$ cat config.mk
export PLATFORM = sky130hd
export DESIGN_NAME = rdt_top
export DESIGN_NICKNAME = d
export VERILOG_FILES = /design/src/design/rdt_top.v /design/src/design/rdt_res_decode.v
export VERILOG_INCLUDE_DIRS = /design/src /design/src/pkg
export SDC_FILE = /design/constraint.sdc
export NUM_CORES = 1
export LEC_CHECK = 0
export ABC_CLOCK_PERIOD_IN_PS = 2200
export BUFFER_PORTS_ARGS = -buffer_cell sky130_fd_sc_hd__buf_2
export CORE_ASPECT_RATIO = 1.2
export CORE_MARGIN = 4
export CORE_UTILIZATION = 40
export CTS_BUF_LIST = sky130_fd_sc_hd__clkbuf_8 sky130_fd_sc_hd__clkbuf_16
export CTS_CLUSTER_DIAMETER = 80
export DETAILED_ROUTE_END_ITERATION = 6
export PLACE_DENSITY = 0.66
export SLEW_MARGIN = 20
export SYNTH_ARGS = -nofsm -noshare
export SYNTH_HDL_FRONTEND = slang
export SYNTH_SLANG_ARGS = --single-unit
$ cat constraint.sdc
create_clock -name pclk -period 2.2 [get_ports pclk]
set_input_delay 0.11 -clock pclk [delete_from_list [all_inputs] [get_ports pclk]]
set_output_delay 0.11 -clock pclk [all_outputs]
set_load 0.01 [all_outputs]
$ cat src/pkg/rdt_defs.vh
// constants for the driver resistance and edge timing register bank
// assumes inclusion by bare name from design files
`ifndef RDT_DEFS_VH
`define RDT_DEFS_VH
`define RDT_ADDR_A         8'h29
`define RDT_ADDR_B         8'h29
`define RDT_SPACE_BIT      8
`define RDT_OFF_RES        12'h0A4
`define RDT_OFF_TIM        12'h1A4
`define RDT_OFF_CTRL       12'h200
`define RDT_OFF_STAT       12'h204
`define RDT_RES_RST        8'h70
`define RDT_TIM_RST        8'h7C
`define RDT_MAN_BIT        3
`define RDT_STEPS          3'h5
`define RDT_MAX_PERIODS    4'hA
`define RDT_CODE_HIZ       4'hF
`define RDT_SPD_SLOW       3'h0
`define RDT_SPD_MSLOW      3'h1
`define RDT_SPD_NOM        3'h2
`define RDT_SPD_MFAST      3'h3
`define RDT_SPD_FAST       3'h4
`endif

$ cat src/design/rdt_top.v
// apb register bank: passive drive resistance and driver edge timing
// assumes transient ratio and rf period tick come from the analog driver
//
// Function
// - space A register: modulated and idle codes
// - decode code to normalized resistance, 15 high-z
// - space B register: ratio target, manual, code
// - target counts non-overlap times per rf period
// - auto: slowest first, speed up until reached
// - five settings, done within ten rf periods
// - manual bit selects manual or acquired timing
// - manual code decode, top bit set fast
//
// Implementation choice: the APB register port.
`timescale 1ns/10ps
`include "rdt_defs.vh"
module rdt_top (
    input  wire        pclk,
    input  wire        presetn,
    input  wire        psel,
    input  wire        penable,
    input  wire        pwrite,
    input  wire [11:0] paddr,
    input  wire [31:0] pwdata,
    output reg  [31:0] prdata,
    output reg         pready,
    output reg         pslverr,
    input  wire        driver_start,
    input  wire        rf_period_tick,
    input  wire [3:0]  measured_ratio,
    output reg  [2:0]  driver_speed,
    output reg  [3:0]  antenna_driver_output_mod_code,
    output reg  [3:0]  antenna_driver_output_idle_code,
    output reg  [11:0] mod_res_x10,
    output reg  [11:0] idle_res_x10,
    output reg         mod_hiz,
    output reg         idle_hiz,
    output reg         search_busy
);
    localparam ST_IDLE = 2'b00;
    localparam ST_WAIT = 2'b01;
    localparam ST_MEAS = 2'b10;

    reg  [3:0]  mod_state_drive_code;
    reg  [3:0]  idle_state_drive_code;
    reg  [3:0]  ratio_target;
    reg         manual_sel;
    reg  [2:0]  manual_code;
    reg  [1:0]  state;
    reg  [2:0]  step;
    reg  [3:0]  periods;
    reg  [2:0]  acquired_speed;
    reg         search_done;
    reg  [2:0]  next_speed;

    // write lands at the access edge, while pready stands
    wire        wr_en = psel & penable & pwrite & pready;
    wire        rd_en = psel & ~penable;
    wire [11:0] mod_dec;
    wire [11:0] idle_dec;
    wire        mod_dec_hiz;
    wire        idle_dec_hiz;
    wire        mapped = (paddr == `RDT_OFF_RES) | (paddr == `RDT_OFF_TIM)
                       | (paddr == `RDT_OFF_STAT);

    function [2:0] manual_speed;
        input [2:0] c;
        begin
            case (c)
                3'h0: manual_speed = `RDT_SPD_SLOW;
                3'h1: manual_speed = `RDT_SPD_MSLOW;
                3'h2: manual_speed = `RDT_SPD_NOM;
                3'h3: manual_speed = `RDT_SPD_MFAST;
                default: manual_speed = `RDT_SPD_FAST;
            endcase
        end
    endfunction

    rdt_res_decode u_mod_dec (
        .code    (mod_state_drive_code),
        .res_x10 (mod_dec),
        .hiz     (mod_dec_hiz)
    );
    rdt_res_decode u_idle_dec (
        .code    (idle_state_drive_code),
        .res_x10 (idle_dec),
        .hiz     (idle_dec_hiz)
    );

    // apb slave, one wait-free access phase
    always @(posedge pclk or negedge presetn) begin
        if (!presetn) begin
            mod_state_drive_code  <= 4'h7;
            idle_state_drive_code <= 4'h0;
            ratio_target          <= 4'h7;
            manual_sel            <= 1'b1;
            manual_code           <= 3'h4;
            prdata                <= 32'h00000000;
            pready                <= 1'b0;
            pslverr               <= 1'b0;
        end else begin
            pready  <= psel & ~penable;
            pslverr <= psel & ~penable & ~mapped;
            if (wr_en && paddr == `RDT_OFF_RES) begin
                mod_state_drive_code  <= pwdata[7:4];
                idle_state_drive_code <= pwdata[3:0];
            end
            if (wr_en && paddr == `RDT_OFF_TIM) begin
                ratio_target <= pwdata[7:4];
                manual_sel   <= pwdata[`RDT_MAN_BIT];
                manual_code  <= pwdata[2:0];
            end
            if (rd_en) begin
                case (paddr)
                    `RDT_OFF_RES: prdata <= {24'h000000,
                        mod_state_drive_code, idle_state_drive_code};
                    `RDT_OFF_TIM: prdata <= {24'h000000, ratio_target,
                        manual_sel, manual_code};
                    `RDT_OFF_STAT: prdata <= {26'h0000000, search_done,
                        search_busy, 1'b0, acquired_speed};
                    default: prdata <= 32'h00000000;
                endcase
            end
        end
    end

    // automatic edge timing search
    always @(posedge pclk or negedge presetn) begin
        if (!presetn) begin
            state          <= ST_IDLE;
            step           <= 3'h0;
            periods        <= 4'h0;
            acquired_speed <= `RDT_SPD_SLOW;
            search_busy    <= 1'b0;
            search_done    <= 1'b0;
        end else begin
            case (state)
                ST_IDLE: begin
                    if (driver_start && !manual_sel) begin
                        state          <= ST_WAIT;
                        step           <= 3'h0;
                        periods        <= 4'h0;
                        acquired_speed <= `RDT_SPD_SLOW;
                        search_busy    <= 1'b1;
                        search_done    <= 1'b0;
                    end
                end
                ST_WAIT: begin
                    // settle one rf period on the new speed
                    if (rf_period_tick) begin
                        periods <= periods + 4'h1;
                        state   <= ST_MEAS;
                    end
                end
                ST_MEAS: begin
                    if (rf_period_tick) begin
                        periods <= periods + 4'h1;
                        // ratio counts both edges' non-overlap per period
                        if (measured_ratio >= ratio_target ||
                            step == `RDT_STEPS - 3'h1 ||
                            periods >= `RDT_MAX_PERIODS - 4'h1) begin
                            state       <= ST_IDLE;
                            search_busy <= 1'b0;
                            search_done <= 1'b1;
                        end else begin
                            step           <= step + 3'h1;
                            acquired_speed <= step + 3'h1;
                            state          <= ST_WAIT;
                        end
                    end
                end
                default: state <= ST_IDLE;
            endcase
        end
    end

    always @* begin
        next_speed = manual_sel ? manual_speed(manual_code)
                                : acquired_speed;
    end

    // codes taken as written; software orders them before the mode
    always @(posedge pclk or negedge presetn) begin
        if (!presetn) begin
            driver_speed                    <= `RDT_SPD_FAST;
            antenna_driver_output_mod_code  <= 4'h7;
            antenna_driver_output_idle_code <= 4'h0;
            mod_res_x10                     <= 12'h140;
            idle_res_x10                    <= 12'h00A;
            mod_hiz                         <= 1'b0;
            idle_hiz                        <= 1'b0;
        end else begin
            driver_speed                    <= next_speed;
            antenna_driver_output_mod_code  <= mod_state_drive_code;
            antenna_driver_output_idle_code <= idle_state_drive_code;
            mod_res_x10                     <= mod_dec;
            idle_res_x10                    <= idle_dec;
            mod_hiz                         <= mod_dec_hiz;
            idle_hiz                        <= idle_dec_hiz;
        end
    end
endmodule // rdt_top

$ cat src/design/rdt_res_decode.v
// decoder of a 4-bit passive drive code to normalized resistance
// output is resistance times 10, in 12 bits; high-z flagged separately
`timescale 1ns/10ps
`include "rdt_defs.vh"
module rdt_res_decode (
    input  wire [3:0]  code,
    output reg  [11:0] res_x10,
    output wire        hiz
);
    assign hiz = (code == `RDT_CODE_HIZ);
    always @* begin
        case (code)
            4'h0: res_x10 = 12'h00A;
            4'h1: res_x10 = 12'h014;
            4'h2: res_x10 = 12'h029;
            4'h3: res_x10 = 12'h053;
            4'h4: res_x10 = 12'h07A;
            4'h5: res_x10 = 12'h0AB;
            4'h6: res_x10 = 12'h100;
            4'h7: res_x10 = 12'h140;
            4'h8: res_x10 = 12'h16E;
            4'h9: res_x10 = 12'h1AB;
            4'hA: res_x10 = 12'h200;
            4'hB: res_x10 = 12'h280;
            4'hC: res_x10 = 12'h355;
            4'hD: res_x10 = 12'h500;
            4'hE: res_x10 = 12'hA00;
            default: res_x10 = 12'hFFF;
        endcase
    end
endmodule // rdt_res_decode

=== After elaboration in Yosys (flattened, before gate mapping) ===
Memories as Yosys holds them, arrays and structs flattened. A register that Yosys moved wholly into a read port is not among the register bits.
Cells that the tools add are included.

* Memories: 2
* Bits of input ports: 55
* Logic and storage cells: 90
* Register bits after elaboration: 74
* Latch bits: 0
* Memory bits (writable): 0
* Memory bits (read-only): 384

* Multiplexer cells: 23
* $mul: 0
* Bitwise operators: 9
* Add/subtract/negate cells: 2
* Div/mod/pow operators: 0
* Reductions and logical operators: 17
* Eq/ne operators: 17
* Shift operators: 0
* Order comparisons: 2

{| class="wikitable"
|+ Memories
! name !! depth !! width !! rd ports !! clocked after Yosys merged registers in !! wr ports !! line !! source
|-
| (name not given) || 16 || 12 || 1 || 1 || 0 || rdt_res_decode.v:12 || <nowiki>case (code)</nowiki>
|-
| (name not given) || 16 || 12 || 1 || 1 || 0 || rdt_res_decode.v:12 ||
|}

{| class="wikitable"
|+ Operators with widths
! cell !! count
|-
| 8-bit one-hot mux with 3 select lines || 1
|-
| 12-bit by 10-bit == test with 1-bit output (second input constant) || 1
|-
| 12-bit by 8-bit == test with 1-bit output (second input constant) || 1
|-
| 12-bit by 9-bit == test with 1-bit output (second input constant) || 1
|-
| 3-bit two-way mux || 4
|-
| 3-bit one-hot mux with 4 select lines || 1
|-
| 2-bit != test (second input constant) || 5
|-
| 4-bit == test (second input constant) || 2
|-
| 4-bit two-way mux || 2
|-
| 4-bit one-hot mux with 2 select lines || 1
|-
| 4-bit AND reduction || 2
|-
| 1-bit two-way mux || 7
|-
| 3-bit by 2-bit == test with 1-bit output (second input constant) || 2
|-
| 2-bit two-way mux || 3
|-
| 2-bit one-hot mux with 3 select lines || 1
|-
| 3-bit one-hot mux with 2 select lines || 1
|-
| 3-bit AND reduction || 2
|-
| 1-bit AND || 5
|-
| 4-bit by 1-bit adder with 4-bit output (second input constant) || 1
|-
| 4-bit greater-or-equal comparator || 1
|-
| 4-bit greater-or-equal comparator (second input constant) || 1
|-
| 1-bit one-hot mux with 2 select lines || 2
|-
| 2-bit nonzero test || 2
|-
| 3-bit by 1-bit adder with 3-bit output (second input constant) || 1
|-
| other kinds (13) || 20
|}

=== Depth between registers and ports, before layout ===
Gate-level depths: netlist of the first run.

* Word-level depth: 6
* Depth in mapped cells: 7

=== Hierarchy ===
From an unflattened synthesis of the first run, not the netlist that was laid out.

* Cells, all modules: 343
* Area total of the unflattened synthesis: 3842.4 µm²

{| class="wikitable"
|+ By module, submodules not included
! module !! times used !! area an instance (µm²) !! seq. area each (µm²) !! cells each
|-
| rdt_top || 1 || 3180.6 || 1871.8 || 249
|-
| rdt_res_decode at u_mod_dec || 1 || 332.8 || 0.0 || 47
|-
| rdt_res_decode at u_idle_dec || 1 || 329.1 || 0.0 || 47
|}

=== Worst setup path after synthesis of the first run ===
Ideal clock, no wire load.

* Kind: reg2reg
* From: register periods[0]
* To: register acquired_speed[0]
* Required time: 2.053 ns
* Stages on the path, launching flop included: 7
* Path buffers: 0
* Clock period less this slack: 1.938 ns
* Path slack: 0.262 ns
* Data arrival time: 1.791 ns
* Path through: dfrtp_1 -> inv_1 -> ha_1 -> or3b_2 -> a221oi_1 -> o21a_1 -> o311ai_0

* Longest elaborated chain between the ends: 4

{| class="wikitable"
|+ Ends and longest elaborated chain
! what !! line !! source
|-
| from (decl) || rdt_top.v:51 || <nowiki>reg [3:0] periods;</nowiki>
|-
| from (signal assigned) || rdt_top.v:151 || <nowiki>periods <= periods + 4'h1;</nowiki>
|-
| from (signal assigned) || rdt_top.v:157 || <nowiki>periods <= periods + 4'h1;</nowiki>
|-
| 4-bit greater-or-equal comparator || rdt_top.v:161 || <nowiki>periods >= `RDT_MAX_PERIODS - 4'h1) begin</nowiki>
|-
| 1-bit logical OR || rdt_top.v:159 || <nowiki>if (measured_ratio >= ratio_target ||</nowiki>
|-
| 2-bit != test (no source line) || n/a ||
|-
| 4-bit AND reduction (no source line) || n/a ||
|-
| to (signal assigned) || rdt_top.v:133 || <nowiki>acquired_speed <= `RDT_SPD_SLOW;</nowiki>
|-
| to (signal assigned) || rdt_top.v:143 || <nowiki>acquired_speed <= `RDT_SPD_SLOW;</nowiki>
|-
| to (signal assigned) || rdt_top.v:167 || <nowiki>acquired_speed <= step + 3'h1;</nowiki>
|-
| to (decl) || rdt_top.v:52 || <nowiki>reg [2:0] acquired_speed;</nowiki>
|}

No other way between the ends.
A chain may end at the register's enable or synchronous reset.

=== Final worst setup path of the first run ===
* From: register periods[0]
* To: register acquired_speed[1]

The elaborated chain is that of the path after synthesis.

==> results of run 1 <==
how the worst min path moves through the flow:
stage	end	cells past startpoint
after CTS	manual_sel$_DFFE_PN1P_	2
final	manual_sel$_DFFE_PN1P_	2
after global placement	idle_res_x10[9]$_DFF_PN0_	1
after global routing	manual_sel$_DFFE_PN1P_	2
after floorplan	acquired_speed[0]$_DFFE_PN0P_	0
after detailed placement	idle_res_x10[9]$_DFF_PN0_	1
power groups by stage:
| stage | Sequential, W | Combinational [W] | Clock, W |
|---|---|---|---|
| 2_1_floorplan | 0.00155 | 0.000483 | 0 |
| 3_3_place_gp | 0.00156 | 0.000654 | 0 |
| 3_5_place_dp | 0.00156 | 0.000682 | 0 |
| 4_1_cts | 0.00154 | 0.000696 | 0.00114 |
| 5_1_grt | 0.00155 | 0.000797 | 0.00121 |
| 6_report | 0.00154 | 0.000701 | 0.00112 |
sequential cells by signal, indices dropped and copies added (netlist names), 2 cells and up:
register / flops
idle_res_x10: 12
mod_res_x10: 12
prdata: 8
antenna_driver_output_idle_code: 4
antenna_driver_output_mod_code: 4
idle_state_drive_code: 4
mod_state_drive_code: 4
periods: 4
ratio_target: 4
acquired_speed: 3
driver_speed: 3
manual_code: 3
state: 2
per-layer routing:
metal  track usage, %  share of wire (%)
met1             17.8                 42
met2             24.5                 51
met3             4.13                5.5
met4             5.81                1.5
met5                0                  0
stage by stage:
step           setup slack [ns]  hold slack, ns  cell area (sq um)  cells
2_1_floorplan             0.262          -0.186               3900    384
3_3_place_gp              0.220           0.189               4270    548
3_5_place_dp              0.126           0.199               4270    548
4_1_cts                   0.116         0.00334               4530    569
5_1_grt                  0.0367         0.00669               4550    570
6_report                  0.159          0.0169               4550    570
cell usage in the layout (no fill, tap or decap), drive strengths merged, types with 16 or more instances in the layout:
| cell | count |
|---|---|
| a21oi | 16 |
| buf | 86 |
| conb | 24 |
| dfrtp | 58 |
| dfstp | 16 |
| ha | 24 |
| inv | 23 |
| mux2 | 19 |
| nand2 | 29 |
| nor2 | 16 |
| o21ai | 35 |
layout make-up:
class	count	area share [%]
clock buffers	9	2.72
clock inverters	7	1.90
inverters	21	1.73
multi-input cells	247	37.4
flip-flops and latches	74	41.2
well taps	120	3.30
repair buffers	92	11.8
critical path, delay by kind of cell, from the launching register on:
kind	cells	cell delay [ns]
adder cells (fa/ha/maj)	1	0.15
AND/OR/NAND/NOR	1	0.49
AO/OA/AOI/OAI	3	0.57
flip-flops	1	0.43
buffers and inverters	2	0.27
cell families after synthesis:
group | after synthesis
AO/OA/AOI/OAI | 89
flip-flops | 74
other | 1
AND/OR/NAND/NOR | 81
adder cells (fa/ha/maj) | 24
multiplexers | 29
buffers and inverters | 63
what timing repair did:
item	4_1_cts	5_1_grt
hold buffers	5	1
gates resized for setup	0	1
setup endpoints to repair	0	1
hold endpoints to repair	29	1
==> out/metrics.csv, run 1 <==
stage;metric;value;unit
routing;Via-to-Cell Ratio;4.86;
global_route;GRT Util Overall;14.6;%
sta;f_max;490;MHz
critical_path;Worst R2R End;acquired_speed[1]$_DFFE_PN0P_;
pwr;VDD IR-drop max;473;uV
pwr;switch share;29.4;%
critical_path;Crit path largest cell delay;0.49;ns
logic_synthesis;number of synthesized flops with an enable pin;0;
sta;Least-Margin Pin Slew;0.679;ns
logic_synthesis;cell count after synthesis;361;
pwr;Clk pwr share;33.3;%
cells_and_area;fin nets;524;
global_route;pin count of the biggest net entering global routing;47;
logic_synthesis;Synth area leader;dfrtp_1;
sta;relative slew slack;54.7;%
critical_path;R2R depth;7;
sta;RSZ-0062 raised after global routing;false;
placed_design;DP HPWL;6.02;mm
floorplanning;Starting Density;41.5;%
routing;via count;2772;
critical_path;slowest CP cell;or3b_2;
cells_and_area;final core occ;49.6;%
sta;setup TNS;0;ns
logic_synthesis;Adder-Cell Fraction of Synth Area;7.88;%
logic_synthesis;asr flop ratio synth;100;%
pwr;combinational power share;20.9;%
sta;Pins Over Slew Limit;0;
sta;Layout Skew;0.0163;ns
global_route;first-pass GRT wire length;13.1;mm
clocking;Reg clk slew, reported paths;0.08;ns
clocking;clock tree sinks;74;
critical_path;Crit Path Category;register to register;
global_route;gr ovfl total;0;
floorplanning;Die X;97.1;um
logic_synthesis;post-synthesis mux area share;8.24;%
clocking;TritonCTS Buffers;9;
critical_path;Worst Setup SP;periods[0]$_DFFE_PN0P_;
clocking;CTS tree;yes;
sta;final setup fails;0;
cells_and_area;layout cells sized above 1;31.8;%
critical_path;critical-path cell list;inv_1, ha_1, or3b_2, a221oi_2, buf_4, o21a_1, o311ai_0;
cells_and_area;multi-input combinational cell area;1700;sq um
critical_path;Crit Path Max Fanout;5;
logic_synthesis;Distinct cells, synth;47;
clocking;Post-CTS Setup Inserts;0;
pwr;Flop pwr share;45.8;%
floorplanning;IO Count;127;
critical_path;r2r setup slk;0.16;ns
sta;period utilization;92.8;%
global_route;initial antenna violation count;0;
min_path;min-delay src;pwdata[3];
logic_synthesis;most common cell in the netlist;dfrtp_1;
clocking;clk root buf;clkbuf_8;
floorplanning;Die ar.;11200;sq um
routing;drt total wl;7.93;mm
logic_synthesis;Mean Syn Cell Area;10.6;sq um
logic_synthesis;main combinational cell family by area after synthesis;compound AO/OA/AOI/OAI gates;
pwr;Net Sw Power;0.000987;W
logic_synthesis;ys flop type;dfrtp_1;
floorplanning;core area;9180;sq um
sta;final-report hold violation count;0;
logic_synthesis;top cells by count, synth;dfrtp_1, o21ai_0, nand2_1, buf_4, ha_1;
logic_synthesis;Post-Synth Simple-Gate Area;11.2;%
routing;Residual DRC;0;
flow_run;Max Cap Viol;0;
logic_synthesis;mapped cell area;3810;sq um
critical_path;CP required;2.41;ns
cells_and_area;Reg area;1870;sq um
cells_and_area;# fillers;847;
floorplanning;die height;115;um
routing;DR iter-0 viols;77;
cells_and_area;ant diodes;0;
logic_synthesis;Compound-Gate Fraction of Synth Area;14.8;%
clocking;clock buffer depth;2;
logic_synthesis;top post-synthesis cells by area;dfrtp_1, dfstp_2, ha_1;
sta;fin crit period;2.04;ns
logic_synthesis;xor and xnor area share after synthesis;0;%
routing;post-route ant nets;0;
logic_synthesis;Ys Warns;0;
critical_path;startpoint types;register;
critical_path;WP data arrival;2.25;ns
critical_path;worst r2r src;periods[0]$_DFFE_PN0P_;
min_path;HP Class;input pin to register;
floorplanning;Cell Rows;38;
pwr;Power Internal;0.00237;W
logic_synthesis;sequential element share of the synthesized area;49.1;%
pwr;Power, Total;0.00336;W
routing;routed len/inst;13.9;um
global_route;vias in the first global route;2693;
critical_path;crit path capture type;register;
routing;Detailed Routing Iterations Pass 1;4;
outcome;status;finished clean;
critical_path;crit path to;acquired_speed[1]$_DFFE_PN0P_;
placed_design;gpl congestion;0.836;
clocking;# H-tree levels;3;
logic_synthesis;Seq cells post-synth;74;
logic_synthesis;Synth top area share;38.1;%
cells_and_area;post-synthesis to final-layout area growth;19.3;%
placed_design;Buffers on Ports;78;
pwr;Leak Pwr;2.29;nW
pwr;Cell Pwr Density;739;nW/um^2
clocking;Clk Latency, worst-skew pair;0.35;ns
(Power assumes the default switching activity.)
==> run 2: changes to the inputs <==
PLACE_DENSITY = unset   (was 0.66)
PLACE_DENSITY_LB_ADDON = 0.2   (was unset)
==> out/metrics.csv, run 2 (synthesized netlist as in run 1, its figures left out) <==
stage;metric;value;unit;change
pwr;VDD IR-drop max;564;uV;+19%
pwr;Leak Pwr;2.27;nW;-0.85%
floorplanning;Cell Rows;38;;unchanged
critical_path;Crit path largest cell delay;0.47;ns;-0.02 ns
sta;RSZ-0062 raised after global routing;false;;
sta;fin crit period;2.03;ns;-0.00774 ns
sta;final setup fails;0;;unchanged
placed_design;gpl congestion;0.804;;-3.9%
clocking;CTS tree;yes;;
global_route;pin count of the biggest net entering global routing;44;;-6.4%
routing;Detailed Routing Iterations Pass 1;4;;unchanged
routing;Residual DRC;0;;unchanged
critical_path;crit path capture type;register;;
global_route;gr ovfl total;0;;unchanged
critical_path;slowest CP cell;or3b_2;;
clocking;Reg clk slew, reported paths;0.08;ns;about the same
sta;relative slew slack;54.2;%;-0.50 points
sta;Layout Skew;0.00957;ns;-0.00674 ns
critical_path;critical-path cell list;inv_1, ha_1, or3b_2, a221oi_2, buf_4, o21a_1, o311ai_0;;
floorplanning;Die X;97.1;um;unchanged
global_route;initial antenna violation count;0;;unchanged
sta;Hold Slack;0.0348;ns;+0.0179 ns
clocking;clock tree sinks;74;;unchanged
sta;f_max;492;MHz;+0.38%
outcome;status;finished clean;;
pwr;Net Sw Power;0.000954;W;-3.4%
sta;period utilization;92.4;%;-0.35 points
cells_and_area;fin nets;524;;unchanged
pwr;Cell Pwr Density;687;nW/um^2;-7.0%
critical_path;startpoint types;register;;
clocking;clock buffer depth;2;;unchanged
cells_and_area;ant diodes;0;;unchanged
pwr;Power Internal;0.00214;W;-9.9%
pwr;Flop pwr share;49.9;%;+4.1 points
pwr;combinational power share;22.5;%;+1.6 points
floorplanning;Die ar.;11200;sq um;unchanged
critical_path;CP bufs+invs;2;;unchanged
critical_path;WP data arrival;2.24;ns;about the same
routing;Via-to-Cell Ratio;4.83;;-0.65%
clocking;TritonCTS Buffers;9;;unchanged
sta;Least-Margin Pin Slew;0.687;ns;+0.00756 ns
routing;drt total wl;7.88;mm;-0.72%
routing;post-route ant nets;0;;unchanged
cells_and_area;layout cells sized above 1;30.9;%;-0.89 points
clocking;Clk Latency, worst-skew pair;0.35;ns;about the same
critical_path;Crit Path Category;register to register;;
placed_design;Buffers on Ports;78;;unchanged
critical_path;kind of cell adding the most delay to the critical path;compound AO/OA/AOI/OAI gates;;
min_path;HP Class;input pin to register;;
global_route;GRT Util Overall;14.6;%;+0.083 points
clocking;# H-tree levels;3;;unchanged
sta;setup TNS;0;ns;unchanged
floorplanning;Starting Density;41.5;%;unchanged
global_route;first-pass GRT wire length;13.2;mm;+0.69%
cells_and_area;biggest regs;idle_res_x10 (12), mod_res_x10 (12), prdata (8);;
pwr;Clk pwr share;27.6;%;-5.7 points
clocking;clk root buf;clkbuf_8;;
cells_and_area;post-synthesis to final-layout area growth;18.1;%;
cells_and_area;commonest non-fill, non-tap cell in the layout;buf_2;;
floorplanning;core area;9180;sq um;unchanged
routing;via count;2754;;-0.65%
floorplanning;IO Count;127;;unchanged
sta;Pins Over Slew Limit;0;;unchanged
critical_path;Crit Path Max Fanout;5;;unchanged
cells_and_area;most frequent cells in the layout;buf_2, dfrtp_1, o21ai_0;;
global_route;vias in the first global route;2755;;+2.3%
flow_run;Max Cap Viol;0;;unchanged
placed_design;DP HPWL;5.92;mm;-1.6%
floorplanning;die height;115;um;unchanged
routing;routed len/inst;13.8;um;-0.72%
critical_path;CP required;2.40;ns;about the same
cells_and_area;# fillers;886;;+4.6%
sta;final-report hold violation count;0;;unchanged
clocking;Post-CTS Setup Inserts;0;;unchanged
routing;DR iter-0 viols;79;;+2.6%
pwr;switch share;30.9;%;+1.5 points
## run 2: cell types whose count changed in the layout (fill, tap and decap cells not counted), sizes merged
| cell | change |
|---|---|
| dlygate4sd3 | +2 |
| inv | +3 |
| buf | -2 |
| clkinv | -1 |
| bufinv | -2 |
## run 2: repair_timing
item | CTS | global route
hold buffers | 8 | 0
gates resized for setup | 0 | 2
hold endpoints to repair | 35 | 0
setup endpoints to repair | 0 | 3
## run 2: worst reg2reg max path: stages, from the launching register on
cell,delay (ns)
dfrtp_2,0.45
inv_1,0.10
ha_1,0.14
or3b_2,0.47
a221oi_2,0.24
buf_4,0.16
o21a_1,0.17
o311ai_0,0.14
## run 2: power by group through the flow
stage                     combinational, W  sequential (W)  clock, W
after floorplan                   0.000483         0.00155         0
after global placement            0.000666         0.00156         0
after detailed placement          0.000680         0.00156         0
after CTS                         0.000700         0.00154  0.000893
after global routing              0.000797         0.00155  0.000942
final                             0.000697         0.00154  0.000853
## run 2: area by class of cell
cell class / count / area [sq um] / share of cell area [%]
Clock buffer: 9 / 124 / 2.75
Clock inverter: 7 / 32.5 / 0.723
Inverter: 21 / 78.8 / 1.75
Multi-Input combinational cell: 247 / 1700 / 37.8
Sequential cell: 74 / 1870 / 41.6
Tap cell: 120 / 150 / 3.34
Timing Repair Buffer: 92 / 541 / 12.0
## run 2: path summary, 6_finish.rpt
path                                                      from                                           to  slack, ns  cells after the start
max in group asynchronous                              presetn          mod_state_drive_code[0]$_DFFE_PN1P_       1.12                      3
min                                                  pwdata[1]                   manual_code[1]$_DFFE_PN0P_       0.03                      2
max                                     periods[0]$_DFFE_PN0P_                acquired_speed[0]$_DFFE_PN0P_       0.17                      7
min in group asynchronous                              presetn                    idle_res_x10[0]$_DFF_PN0_       0.34                      2
max reg2reg                             periods[0]$_DFFE_PN0P_                acquired_speed[0]$_DFFE_PN0P_       0.17                      7
min reg2reg                mod_state_drive_code[0]$_DFFE_PN1P_  antenna_driver_output_mod_code[0]$_DFF_PN1_       0.43                      0
## run 2: stage by stage
stage               power [W]  cells  util (%)  area [sq um]  setup slack [ns]
CTS                   0.00313    570      49.0          4490             0.111
detailed placement    0.00224    546      46.4          4260             0.135
finish                0.00309    570      49.0          4500             0.167
floorplan             0.00203    384         -          3900             0.262
global route          0.00329    570      49.0          4500            0.0136
global placement      0.00222    546      46.4          4260             0.208
## run 2: layer usage
| metal | global-route usage (%) | routed length [um] | part of all wire (%) | up-vias |
|---|---|---|---|---|
| met5 | 0 | 0 | 0 | - |
| met4 | 7.21 | 183 | 2.3 | 0 |
| met3 | 3.64 | 350 | 4.4 | 16 |
| met2 | 25.0 | 4080 | 52 | 58 |
| met1 | 17.3 | 3260 | 41 | 1309 |
| li1 | - | - | - | 1371 |
==> run 3: changes to the inputs <==
ABC_AREA = 1   (was unset)
ABC_CLOCK_PERIOD_IN_PS = unset   (was 2200)
==> out/metrics.csv, run 3 <==
stage;metric;value;unit;change
routing;drt total wl;7.81;mm;-0.77%
floorplanning;die height;116;um;+1.1%
global_route;vias in the first global route;2767;;+0.44%
critical_path;slowest CP cell;dfrtp_1;;
sta;setup ws final;0.542;ns;+0.376 ns
logic_synthesis;ys flop type;dfrtp_1;;
pwr;VDD IR-drop max;453;uV;-20%
cells_and_area;# fillers;955;;+7.8%
placed_design;Buffers on Ports;78;;unchanged
logic_synthesis;Distinct cells, synth;35;;-26%
logic_synthesis;sequential element share of the synthesized area;48.0;%;-1.2 points
logic_synthesis;Ys Warns;0;;unchanged
routing;Via-to-Cell Ratio;4.61;;-4.6%
sta;f_max;603;MHz;+23%
pwr;Leak Pwr;2.48;nW;+9.5%
clocking;clock buffer depth;2;;unchanged
logic_synthesis;mapped cell area;3900;sq um;+2.4%
placed_design;DP HPWL;5.96;mm;+0.53%
floorplanning;Die X;98.2;um;+1.1%
floorplanning;IO Count;127;;unchanged
critical_path;critical-path cell list;inv_1, ha_1, inv_1, o21ai_1, a21oi_2, nand2_1, nand2_1, nand2_1;;
global_route;gr ovfl total;0;;unchanged
logic_synthesis;Synth area leader;dfrtp_1;;
cells_and_area;non-filler cells, final;640;;+12%
logic_synthesis;top post-synthesis cells by area;dfrtp_1, dfstp_2, nand2_1;;
logic_synthesis;number of synthesized flops with an enable pin;0;;unchanged
sta;Pins Over Slew Limit;0;;unchanged
critical_path;startpoint types;register;;
routing;via count;2949;;+7.1%
sta;fin crit period;1.66;ns;-0.376 ns
clocking;# H-tree levels;3;;unchanged
routing;DR iter-0 viols;93;;+18%
cells_and_area;ant diodes;0;;unchanged
sta;final setup fails;0;;unchanged
clocking;clock tree sinks;74;;unchanged
sta;final-report hold violation count;0;;unchanged
logic_synthesis;most common cell in the netlist;nand2_1;;
global_route;initial antenna violation count;0;;unchanged
clocking;Clk Latency, worst-skew pair;0.33;ns;-0.02 ns
cells_and_area;post-synthesis to final-layout area growth;19.1;%;
cells_and_area;most frequent cells in the layout;nand2_1, buf_2, dfrtp_1;;
cells_and_area;layout cells sized above 1;30.0;%;-0.91 points
logic_synthesis;Synth top area share;37.2;%;-0.89 points
cells_and_area;commonest non-fill, non-tap cell in the layout;nand2_1;;
clocking;TritonCTS Buffers;9;;unchanged
clocking;CTS tree;yes;;
floorplanning;Die ar.;11400;sq um;+2.2%
clocking;clk root buf;clkbuf_16;;
placed_design;gpl congestion;0.884;;+10%
critical_path;Crit Path Max Fanout;6;;+1
critical_path;Crit Path Category;register to register;;
floorplanning;Cell Rows;39;;+2.6%
routing;Residual DRC;0;;unchanged
floorplanning;Starting Density;41.0;%;-0.52 points
critical_path;Crit path largest cell delay;0.43;ns;-0.04 ns
pwr;Cell Pwr Density;806;nW/um^2;+17%
logic_synthesis;Mean Syn Cell Area;9.09;sq um;-14%
logic_synthesis;top cells by count, synth;nand2_1, dfrtp_1, inv_1, nand3_1, nor2_1;;
sta;period utilization;75.4;%;-17 points
clocking;post-CTS sizing;0;;unchanged
floorplanning;core area;9520;sq um;+3.7%
logic_synthesis;asr flop ratio synth;100;%;unchanged
sta;Layout Skew;0.00643;ns;-0.00315 ns
placed_design;pre-CTS WS;0.565;ns;+0.430 ns
flow_run;Max Cap Viol;0;;unchanged
global_route;first-pass GRT wire length;12.9;mm;-2.3%
logic_synthesis;cell count after synthesis;429;;+19%
critical_path;crit path capture type;register;;
critical_path;WP data arrival;1.87;ns;-0.37 ns
routing;routed len/inst;12.2;um;-12%
global_route;GRT Util Overall;14.1;%;-0.57 points
cells_and_area;biggest regs;idle_res_x10 (12), mod_res_x10 (12), prdata (8);;
critical_path;r2r setup slk;0.54;ns;+0.38 ns
sta;setup TNS;0;ns;unchanged
routing;Detailed Routing Iterations Pass 1;4;;unchanged
cells_and_area;final core occ;48.8;%;-0.20 points
routing;post-route ant nets;0;;unchanged
critical_path;Crit path top cell by count;nand2_1;;
pwr;Power, Total;0.00374;W;+21%
clocking;Reg clk slew, reported paths;0.06;ns;-0.02 ns
sta;RSZ-0062 raised after global routing;false;;
min_path;HP Class;input pin to register;;
outcome;status;finished clean;;
cells_and_area;fin nets;591;;+13%
placed_design;placed instance count;623;;+14%
global_route;pin count of the biggest net entering global routing;75;;+70%
logic_synthesis;Seq cells post-synth;74;;unchanged
critical_path;CP required;2.42;ns;+0.02 ns
## run 3: where the power goes
| group | internal (W) | total (W) | leakage, nW | switching (W) |
|---|---|---|---|---|
| logic | 0.000225 | 0.000664 | 1.37 | 0.000438 |
| registers | 0.00145 | 0.00153 | 0.953 | 0.0000757 |
| clock network | 0.000992 | 0.00155 | 0.157 | 0.000559 |
| total | 0.00267 | 0.00374 | 2.48 | 0.00107 |
## run 3: worst max-delay path: cells and delay by family (launching register included)
family	cells	cell delay [ns]
compound gates	2	0.36
buf+inv	2	0.26
fa+ha+maj	1	0.25
flops	1	0.43
simple gates	3	0.25
## run 3: path summary, 6_finish.rpt
| path | from | cells past startpoint | endpoint |
|---|---|---|---|
| setup / recovery | state[0]$_DFFE_PN0P_ | 8 | acquired_speed[0]$_DFFE_PN0P_ |
| max in group asynchronous | presetn | 3 | mod_state_drive_code[1]$_DFFE_PN1P_ |
| min in group asynchronous | presetn | 3 | idle_res_x10[4]$_DFF_PN0_ |
| setup reg to reg | state[0]$_DFFE_PN0P_ | 8 | acquired_speed[0]$_DFFE_PN0P_ |
| hold reg to reg | mod_state_drive_code[0]$_DFFE_PN1P_ | 0 | antenna_driver_output_mod_code[0]$_DFF_PN1_ |
| hold / removal | penable | 2 | pready$_DFF_PN0_ |
## run 3: metrics by stage
stage | hold slack [ns] | area (sq um)
global placement | 0.168 | 4320
CTS | 0.00112 | 4650
global route | 0.0202 | 4650
detailed placement | 0.176 | 4320
floorplan | -0.186 | 3990
finish | 0.00545 | 4650
## run 3: area by class of cell
class,instances,area [sq um],share of cell area (%)
sequential,74,1870,40.3
multi-input combinational,290,1670,35.9
timing repair buffer,80,420,9.05
clock buffer,9,225,4.85
inverter,57,214,4.60
tap,123,154,3.31
clock inverter,7,93.8,2.02
## run 3: routing by layer
layer	share of wire, %	routed length [um]	GRT usage, %
met5	0	0	0
met2	51	3990	24.7
met4	1.5	116	4.92
met3	5.8	453	3.05
met1	42	3260	17.3
## run 3: timing repair
item / CTS / global route
setup buffers: 0 / 0
hold buffers: 1 / 0
endpoints found under the hold margin: 58 / 0
## run 3: cell families after synthesis
group / after synthesis / share of synthesized area [%]
simple gates: 182 / 22.1
buf+inv: 88 / 11.5
flops: 74 / 48.0
compound gates: 57 / 9.94
fa+ha+maj: 24 / 7.70
xor+xnor: 3 / 0.674
other cells: 1 / 0.0961
